File: src/pkg/spl_pkg.sv
// Notes on behaviour
// - baud code 6 gives 300 bits per second
// - reset: 8 data, no parity, 1 stop, flow
// - word format 2 gives 7 data, parity only with parity code 2 or 6
// - parity code 6 even, code 2 odd
// - listener bytes leave on serial line in order
// - stop on XOFF, resume on XON
// - drive printer DSR before sending characters
// - drive printer CTS before expecting characters
// - drive line detect while line is valid
// - CTS held until printer drops RTS first
package spl_pkg;
   localparam int MCLK_HZ = 100_000_000;
   // register offsets
   localparam logic [3:0] ADR_FMT = 4'h6;
   localparam logic [3:0] ADR_BAUD = 4'h7;
   localparam logic [3:0] ADR_PAR = 4'h8;
   localparam logic [3:0] ADR_CTL = 4'hA;
   localparam logic [3:0] ADR_STAT = 4'hB;
   localparam logic [3:0] ADR_RXD = 4'hC;
   // setting codes
   localparam logic [3:0] FMT_8N = 4'h0;
   localparam logic [3:0] FMT_7P = 4'h2;
   localparam logic [3:0] PAR_NONE = 4'h0;
   localparam logic [3:0] PAR_ODD = 4'h2;
   localparam logic [3:0] PAR_EVEN = 4'h6;
   localparam logic [3:0] BAUD_110 = 4'h4;
   localparam logic [3:0] BAUD_150 = 4'h5;
   localparam logic [3:0] BAUD_300 = 4'h6;
   localparam logic [3:0] BAUD_600 = 4'h7;
   localparam logic [3:0] BAUD_1200 = 4'h8;
   localparam logic [3:0] BAUD_2400 = 4'h9;
   localparam logic [3:0] BAUD_4800 = 4'hA;
   localparam logic [3:0] BAUD_9600 = 4'hB;
   // line rates in bits per second
   localparam int BPS_110 = 110;
   localparam int BPS_150 = 150;
   localparam int BPS_300 = 300;
   localparam int BPS_600 = 600;
   localparam int BPS_1200 = 1200;
   localparam int BPS_2400 = 2400;
   localparam int BPS_4800 = 4800;
   localparam int BPS_9600 = 9600;
   // field positions
   localparam int FMT_STOP2 = 3;
   localparam int CTL_EN = 0;
   localparam int CTL_FLOW = 1;
   // reset values
   localparam logic [3:0] RST_FMT = FMT_8N;
   localparam logic [3:0] RST_BAUD = BAUD_9600;
   localparam logic [3:0] RST_PAR = PAR_NONE;
   localparam logic [1:0] RST_CTL = 2'h3;
   // flow control characters
   localparam logic [7:0] CHR_XON = 8'h11;
   localparam logic [7:0] CHR_XOFF = 8'h13;
   localparam int FIFO_W = 8;
   localparam int FIFO_D = 32;

   typedef enum logic [0:0] {T_IDLE = 1'b0, T_BIT = 1'b1} spl_tx_st_t;
   typedef enum logic [1:0] {R_IDLE = 2'b00, R_START = 2'b01, R_DATA = 2'b10,
      R_STOP = 2'b11} spl_rx_st_t;

   typedef struct packed {
      logic [3:0] addr;
      logic [7:0] wdata;
      logic wr;
      logic rd;
   } spl_bus_t;

   typedef struct packed {
      logic [3:0] fmt;
      logic [3:0] baud;
      logic [3:0] par;
      logic [1:0] ctl;
      spl_tx_st_t tst;
      logic [3:0] tcnt;
      logic [10:0] tsh;
      logic txd;
      spl_rx_st_t rst;
      logic [3:0] rcnt;
      logic [8:0] rsh;
      logic [7:0] rdat;
      logic rvld;
      logic err;
      logic xoff;
      logic dsr;
      logic cts;
      logic dcd;
      logic [7:0] rdata;
   } spl_st_t;
endpackage

File: src/spl_bit_timer.sv
`timescale 1ns/10ps
module spl_bit_timer (
   input wire logic mclk,
   input wire logic rst,
   input wire logic load,
   input wire logic [23:0] len,
   output logic done
);
   typedef struct packed {
      logic [23:0] cnt;
   } spl_tmr_t;
   spl_tmr_t st_r, st_nxt;

   // count down; done marks the last cycle of the period
   always_comb
   begin
      st_nxt = st_r;
      if (load)
         st_nxt.cnt = len;
      else if (st_r.cnt != 24'h000000)
         st_nxt.cnt = st_r.cnt - 24'h000001;
   end

   always_ff @(posedge mclk or posedge rst)
   begin
      if (rst)
         st_r <= '0;
      else
         st_r <= st_nxt;
   end

   assign done = (st_r.cnt == 24'h000001);
endmodule

File: src/spl_fifo.sv
`timescale 1ns/10ps
module spl_fifo #(
   parameter int W = 8,
   parameter int D = 32
) (
   input wire logic mclk,
   input wire logic rst,
   input wire logic [W-1:0] in_data,
   input wire logic in_valid,
   output logic in_ready,
   output logic [W-1:0] out_data,
   output logic out_valid,
   input wire logic out_ready
);
   localparam int AW = $clog2(D);
   typedef struct packed {
      logic [AW-1:0] wp;
      logic [AW-1:0] rp;
      logic [AW:0] cnt;
      logic rdy;
   } spl_fst_t;
   spl_fst_t st_r, st_nxt;
   logic [W-1:0] mem [D];
   logic push, pop;

   // ready is registered so the top drives it straight from a flop
   always_comb
   begin
      st_nxt = st_r;
      push = in_valid && st_r.rdy;
      pop = out_ready && (st_r.cnt != '0);
      if (push)
         st_nxt.wp = (st_r.wp == AW'(D - 1)) ? '0 : st_r.wp + 1'b1;
      if (pop)
         st_nxt.rp = (st_r.rp == AW'(D - 1)) ? '0 : st_r.rp + 1'b1;
      if (push && !pop)
         st_nxt.cnt = st_r.cnt + 1'b1;
      else if (pop && !push)
         st_nxt.cnt = st_r.cnt - 1'b1;
      st_nxt.rdy = (st_nxt.cnt != (AW + 1)'(D));
   end

   always_ff @(posedge mclk or posedge rst)
   begin
      if (rst)
      begin
         st_r <= '0;
         st_r.rdy <= 1'b1;
      end
      else
         st_r <= st_nxt;
   end

   // storage has no reset; only written words are ever read
   always_ff @(posedge mclk)
   begin
      if (push)
         mem[st_r.wp] <= in_data;
   end

   assign in_ready = st_r.rdy;
   assign out_valid = (st_r.cnt != '0);
   assign out_data = mem[st_r.rp];
endmodule

File: src/spl_port.sv
`timescale 1ns/10ps
module spl_port #(
   parameter int CLK_HZ = spl_pkg::MCLK_HZ
) (
   input wire logic mclk,
   input wire logic rst,
   input wire spl_pkg::spl_bus_t bus,
   output logic [7:0] rd_data,
   input wire logic [7:0] in_data,
   input wire logic in_valid,
   output logic in_ready,
   output logic txd,
   input wire logic rxd,
   input wire logic rts_i,
   input wire logic dtr_i,
   output logic dsr_o,
   output logic cts_o,
   output logic dcd_o
);
   import spl_pkg::*;

   ////////////////////////////////////////////////////////////////////////////
   // bit periods in mclk cycles
   localparam logic [23:0] CNT_110 = 24'(CLK_HZ / BPS_110);
   localparam logic [23:0] CNT_150 = 24'(CLK_HZ / BPS_150);
   localparam logic [23:0] CNT_300 = 24'(CLK_HZ / BPS_300);
   localparam logic [23:0] CNT_600 = 24'(CLK_HZ / BPS_600);
   localparam logic [23:0] CNT_1200 = 24'(CLK_HZ / BPS_1200);
   localparam logic [23:0] CNT_2400 = 24'(CLK_HZ / BPS_2400);
   localparam logic [23:0] CNT_4800 = 24'(CLK_HZ / BPS_4800);
   localparam logic [23:0] CNT_9600 = 24'(CLK_HZ / BPS_9600);

   spl_st_t st_r, st_nxt;
   logic [7:0] f_dout;
   logic f_valid, f_pop;
   logic t_load, t_done, r_load, r_done;
   logic [23:0] blen, r_len;
   logic tx_go, send_ok;
   logic [3:0] nd, np, ns, tot, rn;
   logic [7:0] data_m, rbyte;
   logic [11:0] frame;
   logic par_bit, rpar, rx_ok;
   logic [8:0] rword;

   // unknown codes fall back to the fastest rate
   function automatic logic [23:0] bit_len(input logic [3:0] code);
      case (code)
         BAUD_110: bit_len = CNT_110;
         BAUD_150: bit_len = CNT_150;
         BAUD_300: bit_len = CNT_300;
         BAUD_600: bit_len = CNT_600;
         BAUD_1200: bit_len = CNT_1200;
         BAUD_2400: bit_len = CNT_2400;
         BAUD_4800: bit_len = CNT_4800;
         default: bit_len = CNT_9600;
      endcase
   endfunction

   ////////////////////////////////////////////////////////////////////////////
   // listener bytes queue here so the host side sees back-pressure
   spl_fifo #(.W(FIFO_W), .D(FIFO_D)) u_txq (
      .mclk(mclk),
      .rst(rst),
      .in_data(in_data),
      .in_valid(in_valid),
      .in_ready(in_ready),
      .out_data(f_dout),
      .out_valid(f_valid),
      .out_ready(f_pop)
   );

   spl_bit_timer u_ttmr (
      .mclk(mclk),
      .rst(rst),
      .load(t_load),
      .len(blen),
      .done(t_done)
   );

   spl_bit_timer u_rtmr (
      .mclk(mclk),
      .rst(rst),
      .load(r_load),
      .len(r_len),
      .done(r_done)
   );

   ////////////////////////////////////////////////////////////////////////////
   // character shape from the three settings
   always_comb
   begin
      blen = bit_len(st_r.baud);
      nd = (st_r.fmt == FMT_7P) ? 4'h7 : 4'h8;
      np = (st_r.par == PAR_EVEN || st_r.par == PAR_ODD) ? 4'h1 : 4'h0;
      ns = st_r.fmt[FMT_STOP2] ? 4'h2 : 4'h1;
      tot = 4'h1 + nd + np + ns;
      rn = nd + np;
      data_m = (nd == 4'h7) ? {1'b0, f_dout[6:0]} : f_dout;
      par_bit = (st_r.par == PAR_ODD) ? ~^data_m : ^data_m;
      // start low, data lsb first, parity, stop bits high
      frame = 12'hFFF;
      frame[0] = 1'b0;
      frame[8:1] = data_m;
      if (nd == 4'h7)
         frame[8] = 1'b1;
      if (np != 4'h0)
         frame[nd + 4'h1] = par_bit;
   end

   // received word sits at the top of the shifter; realign it
   always_comb
   begin
      rword = st_r.rsh >> (4'h9 - rn);
      rbyte = (nd == 4'h7) ? {1'b0, rword[6:0]} : rword[7:0];
      rpar = rword[nd];
      rx_ok = rxd;
      if (np != 4'h0)
         rx_ok = rxd && ((st_r.par == PAR_ODD) == (^rbyte ^ rpar));
   end

   ////////////////////////////////////////////////////////////////////////////
   // registers, control lines and both framers
   always_comb
   begin
      st_nxt = st_r;
      f_pop = 1'b0;
      t_load = 1'b0;
      r_load = 1'b0;
      r_len = blen;
      tx_go = 1'b0;
      // register writes
      if (bus.wr)
      begin
         case (bus.addr)
            ADR_FMT: st_nxt.fmt = bus.wdata[3:0];
            ADR_BAUD: st_nxt.baud = bus.wdata[3:0];
            ADR_PAR: st_nxt.par = bus.wdata[3:0];
            ADR_CTL: st_nxt.ctl = bus.wdata[1:0];
            default: st_nxt.ctl = st_r.ctl;
         endcase
      end
      // reads; clears come first so a same-cycle set wins
      st_nxt.rdata = 8'h00;
      if (bus.rd)
      begin
         case (bus.addr)
            ADR_FMT: st_nxt.rdata = {4'h0, st_r.fmt};
            ADR_BAUD: st_nxt.rdata = {4'h0, st_r.baud};
            ADR_PAR: st_nxt.rdata = {4'h0, st_r.par};
            ADR_CTL: st_nxt.rdata = {6'h00, st_r.ctl};
            ADR_STAT:
            begin
               st_nxt.rdata = {1'b0, rts_i, dtr_i, ~in_ready, f_valid,
                  st_r.xoff, st_r.err, st_r.rvld};
               st_nxt.err = 1'b0;
            end
            ADR_RXD:
            begin
               st_nxt.rdata = st_r.rdat;
               st_nxt.rvld = 1'b0;
            end
            default: st_nxt.rdata = 8'h00;
         endcase
      end
      // modem lines toward the printer
      st_nxt.dsr = st_r.ctl[CTL_EN];
      // cts only drops once the printer has dropped rts
      st_nxt.cts = st_r.ctl[CTL_EN] | (st_r.cts & rts_i);
      // printer dtr gates the start of each byte, along with dsr, dcd and xoff
      send_ok = st_r.dsr && st_r.dcd && dtr_i
         && !(st_r.ctl[CTL_FLOW] && st_r.xoff);
      // transmitter
      case (st_r.tst)
         T_IDLE:
         begin
            if (f_valid && send_ok)
            begin
               tx_go = 1'b1;
               f_pop = 1'b1;
               st_nxt.txd = frame[0];
               st_nxt.tsh = frame[11:1];
               st_nxt.tcnt = tot - 4'h1;
               t_load = 1'b1;
               st_nxt.tst = T_BIT;
            end
         end
         T_BIT:
         begin
            if (t_done)
            begin
               if (st_r.tcnt == 4'h0)
                  st_nxt.tst = T_IDLE;
               else
               begin
                  st_nxt.txd = st_r.tsh[0];
                  st_nxt.tsh = {1'b1, st_r.tsh[10:1]};
                  st_nxt.tcnt = st_r.tcnt - 4'h1;
                  t_load = 1'b1;
               end
            end
         end
         default: st_nxt.tst = T_IDLE;
      endcase
      // line detect also covers the tail of a frame already on the wire,
      // so disabling the port mid-character never cuts the signal short
      st_nxt.dcd = st_r.ctl[CTL_EN] | (st_nxt.tst == T_BIT);
      // receiver; only listens once cts is given
      case (st_r.rst)
         R_IDLE:
         begin
            if (st_r.cts && !rxd)
            begin
               r_len = {1'b0, blen[23:1]};
               r_load = 1'b1;
               st_nxt.rst = R_START;
            end
         end
         R_START:
         begin
            if (r_done)
            begin
               if (!rxd)
               begin
                  r_load = 1'b1;
                  st_nxt.rcnt = rn - 4'h1;
                  st_nxt.rst = R_DATA;
               end
               else
                  st_nxt.rst = R_IDLE;
            end
         end
         R_DATA:
         begin
            if (r_done)
            begin
               st_nxt.rsh = {rxd, st_r.rsh[8:1]};
               r_load = 1'b1;
               if (st_r.rcnt == 4'h0)
                  st_nxt.rst = R_STOP;
               else
                  st_nxt.rcnt = st_r.rcnt - 4'h1;
            end
         end
         R_STOP:
         begin
            if (r_done)
            begin
               st_nxt.rst = R_IDLE;
               if (!rx_ok)
                  st_nxt.err = 1'b1;
               else if (st_r.ctl[CTL_FLOW] && rbyte == CHR_XOFF)
                  st_nxt.xoff = 1'b1;
               else if (st_r.ctl[CTL_FLOW] && rbyte == CHR_XON)
                  st_nxt.xoff = 1'b0;
               else
               begin
                  st_nxt.rdat = rbyte;
                  st_nxt.rvld = 1'b1;
               end
            end
         end
         default: st_nxt.rst = R_IDLE;
      endcase
   end

   // defaults: 8 data, no parity, 1 stop, port on, flow on
   always_ff @(posedge mclk or posedge rst)
   begin
      if (rst)
      begin
         st_r <= '0;
         st_r.fmt <= RST_FMT;
         st_r.baud <= RST_BAUD;
         st_r.par <= RST_PAR;
         st_r.ctl <= RST_CTL;
         st_r.txd <= 1'b1;
         st_r.tsh <= 11'h7FF;
      end
      else
         st_r <= st_nxt;
   end

   assign rd_data = st_r.rdata;
   assign txd = st_r.txd;
   assign dsr_o = st_r.dsr;
   assign cts_o = st_r.cts;
   assign dcd_o = st_r.dcd;
endmodule

File: config.mk
export PLATFORM = sky130hd
export DESIGN_NAME = spl_port
export DESIGN_NICKNAME = d
export VERILOG_FILES = /design/src/pkg/spl_pkg.sv /design/src/spl_bit_timer.sv /design/src/spl_fifo.sv /design/src/spl_port.sv
export SDC_FILE = /design/constraint.sdc
export NUM_CORES = 1
export LEC_CHECK = 0
export ABC_CLOCK_PERIOD_IN_PS = 14100
export BUFFER_PORTS_ARGS = -buffer_cell sky130_fd_sc_hd__buf_2
export CORE_MARGIN = 3
export CORE_UTILIZATION = 60
export CTS_CLUSTER_DIAMETER = 40
export CTS_CLUSTER_SIZE = 24
export DETAILED_ROUTE_END_ITERATION = 16
export GPL_TIMING_DRIVEN = 0
export PLACE_DENSITY = 0.83
export SLEW_MARGIN = 0
export SYNTH_ARGS = -nofsm -noshare
export SYNTH_HDL_FRONTEND = slang
export SYNTH_SLANG_ARGS = --single-unit
File: constraint.sdc
create_clock -name mclk -period 14.1 [get_ports mclk]
set_clock_uncertainty 0.1 [all_clocks]
set_input_delay 1.41 -clock mclk [delete_from_list [all_inputs] [get_ports mclk]]
set_output_delay 1.41 -clock mclk [all_outputs]
set_load 0.03 [all_outputs]
==> summary.md <==
| Metric | Value |
|---|---|
| Status | `finished clean` |
| Fin. max-slew vios | `0` |
| Core ar. | `0.0289 mm2` |
| Minimum clock period after layout | `5.31 ns` |
| Number of CTS-inserted buffers | `43` |
| Drt first-iter violations | `1,287` |
| Antenna-violating nets left | `0` |
| Cell Pwr Density | `148 mW/mm2` |
| Maxcap violations | `0` |
| Setup crit end | `st_r[21]` |
| Count of unique library cells instantiated by Yosys | `63` |
| RR Startpoint | `st_r[67]` |
| Worst-path maximum fanout | `10` |
| Post-CTS setup buffer count | `0` |
| CP endpoint kind | `register` |
| R2r setup slk | `8.79 ns` |
| Commonest non-fill, non-tap cells in the layout | `edfxtp_1 (256), nand2_1 (122), dfrtp_1 (115)` |
| Gpl congestion | `0.946` |
| TNS Setup | `0 ns` |
| CP startpoint | `st_r[67]` |
| Yosys warnings | `0` |
| # resized after CTS | `0` |
| Clock latency on the worst-skew pair | `0.57 ns` |
| DR DRC count | `0` |
| Clock slew at reported path FFs | `0.06 ns` |
| DP HPWL | `27.2 mm` |
| Via count | `11,500` |
| HP Class | `register to register` |
| Vias in the first global route | `11,400` |
| Reg2Reg Capture Point | `st_r[21]` |
| Reg2Reg Depth | `17` |
| CP Class | `register to register` |
| Syn Inst Count | `1,309` |
| IO buf count | `34` |
| Peak VDD IR | `188 uV` |
| Die area | `0.0315 mm2` |
| Global route overflow | `0` |
| Fillers | `1,924` |
| CTS tree | `done` |
| Fin area | `0.0198 mm2` |
| Syn nets | `1,368` |
| Max Freq | `188 MHz` |
| Final hold vios | `0` |
| # rows | `62` |
| Maximum clock path buffer count | `3` |
| Slew HR | `0.251` |
| Req. time, crit path | `14.39 ns` |
| Top_reg_cell synth | `edfxtp_1` |
| First-pass GRT wire length | `65.1 mm` |
| H-tree Lvls | `2` |
| Final setup vio count | `0` |
| Clk root buf | `clkbuf_16` |
| WP data arrival | `5.59 ns` |
| Commonest non-fill, non-tap cell in the layout | `edfxtp_1` |
| Initial antenna violation count | `0` |
| Die width | `177 um` |
| WL per Instance | `23.0 um` |
| Synthesized area per cell | `13.5 um2` |
| Seq/Total Area, Yosys | `0.625` |
| Area growth from synthesis to layout | `12.3%` |
| Post-route setup slack | `8.79 ns` |
| GRT Total Usage | `0.271` |
| EDFF count, synth | `256` |
| DP Worst Slack | `8.81 ns` |
| Ys async rst share | `0.342` |
| Yosys reg bits | `389` |
| Via density | `6.35` |
| Share of cells above drive strength 1 | `0.176` |
| Ports | `41` |
| Area after DPL | `0.0183 mm2` |
| Leak pwr | `7.02 nW` |
| Hold Crit Start | `st_nxt[10]` |
| RSZ-0062 raised after global routing | `false` |
| Period utilization | `0.376` |
| Clk sinks | `389` |
| Starting density of the core | `0.612` |
| Total routed wirelength | `41.6 mm` |
| Worst Max-Slew Pin Slew | `1.12 ns` |
| Fin nets | `1,448` |
| Startpoint Class | `register` |
| Pin count of the biggest net entering global routing | `89` |
| Antenna Cells | `0` |
| WHS | `0.332 ns` |
| Hold-fix buffers, CTS | `0` |
| Post-Syn Area | `0.0176 mm2` |
| Die Y | `177 um` |
| DRT Pass-1 Iters | `6` |
## worst min-delay path by stage
| stage | endpoint | slack [ns] | depth (start not counted) |
|---|---|---|---|
| 2_1_floorplan | dsr_o | 0.31 | 0 |
| 3_3_place_gp | dsr_o | 0.32 | 0 |
| 3_5_place_dp | dsr_o | 0.32 | 0 |
| 4_1_cts | dsr_o | 0.33 | 0 |
| 5_1_grt | dsr_o | 0.34 | 0 |
| 6_report | dsr_o | 0.33 | 0 |
## worst max-delay path: stages (launching register included)
cell,delay (ns)
dfrtp_1,0.43
or4b_2,0.69
clkbuf_1,0.25
ha_1,0.44
clkbuf_1,0.46
mux4_2,0.57
and2_1,0.19
ha_1,0.30
xnor2_1,0.14
xnor2_1,0.21
xnor2_1,0.16
xnor2_1,0.08
a21boi_0,0.24
nand4_1,0.16
o21bai_1,0.30
clkbuf_1,0.24
nand2_1,0.11
o21ai_0,0.08
## cell families (layout without fill, tap and decap cells)
family          count (synthesis)  in the layout  share of synthesized area
mux                           129            129                      0.119
fa+ha+maj                      31             31                     0.0228
compound gates                223            223                     0.0771
xor+xnor                       52             52                     0.0274
buf+inv                        99            214                     0.0245
flops                         389            389                      0.625
simple gates                  386            386                      0.104
## power breakdown
part	total [mW]	internal, mW	switching, mW	leakage (nW)
sequential	1.39	1.32	0.0672	3.93
clock	1.15	0.640	0.509	0.713
combinational	0.393	0.149	0.244	2.38
## layout make-up
class                           instances  area [um2]  share of cell area
Sequential cell                       389       11000               0.557
Buffer                                 73         335              0.0169
Multi-Input combinational cell        821        6180               0.312
Clock buffer                           46        1110              0.0560
Timing Repair Buffer                   35         198             0.00998
Clock inverter                         34         368              0.0186
Inverter                               26         103             0.00518
Tap cell                              384         480              0.0243
## metrics by stage
step,util,power (mW),std cells
3_3_place_gp,0.634,1.77,1727
5_1_grt,0.687,3.05,1808
2_1_floorplan,-,1.68,1309
3_5_place_dp,0.635,1.80,1728
4_1_cts,0.687,2.94,1808
6_report,0.687,2.93,1808
## flip-flops by register name (all words and copies together) (netlist names), 8 cells and up
name	count
u_txq.st_r	16
u_ttmr.st_r	24
u_rtmr.st_r	24
u_txq.mem	256
rd_data	8
st_r	55
## synthesized netlist by cell type (all sizes together), types with 23 or more instances
library cell	number	area [um2]
nand3	24	120
o21ai	71	355
nor2	105	394
nor3	24	120
inv	23	86.3
edfxtp	256	7690
mux2i	38	380
ha	29	363
xnor2	40	350
mux2	30	338
clkbuf	55	206
a21oi	53	265
nand2	122	458
mux4	61	1370
dfrtp	115	2880
## metal layers
layer / track usage / wire, um / vias up
met2: 0.455 / 20500 / 594
li1: - / - / 5107
met4: 0.110 / 1740 / 0
met3: 0.0492 / 3510 / 111
met1: 0.352 / 15900 / 5675
met5: 0 / 0 / -
(Power assumes the default switching activity.)
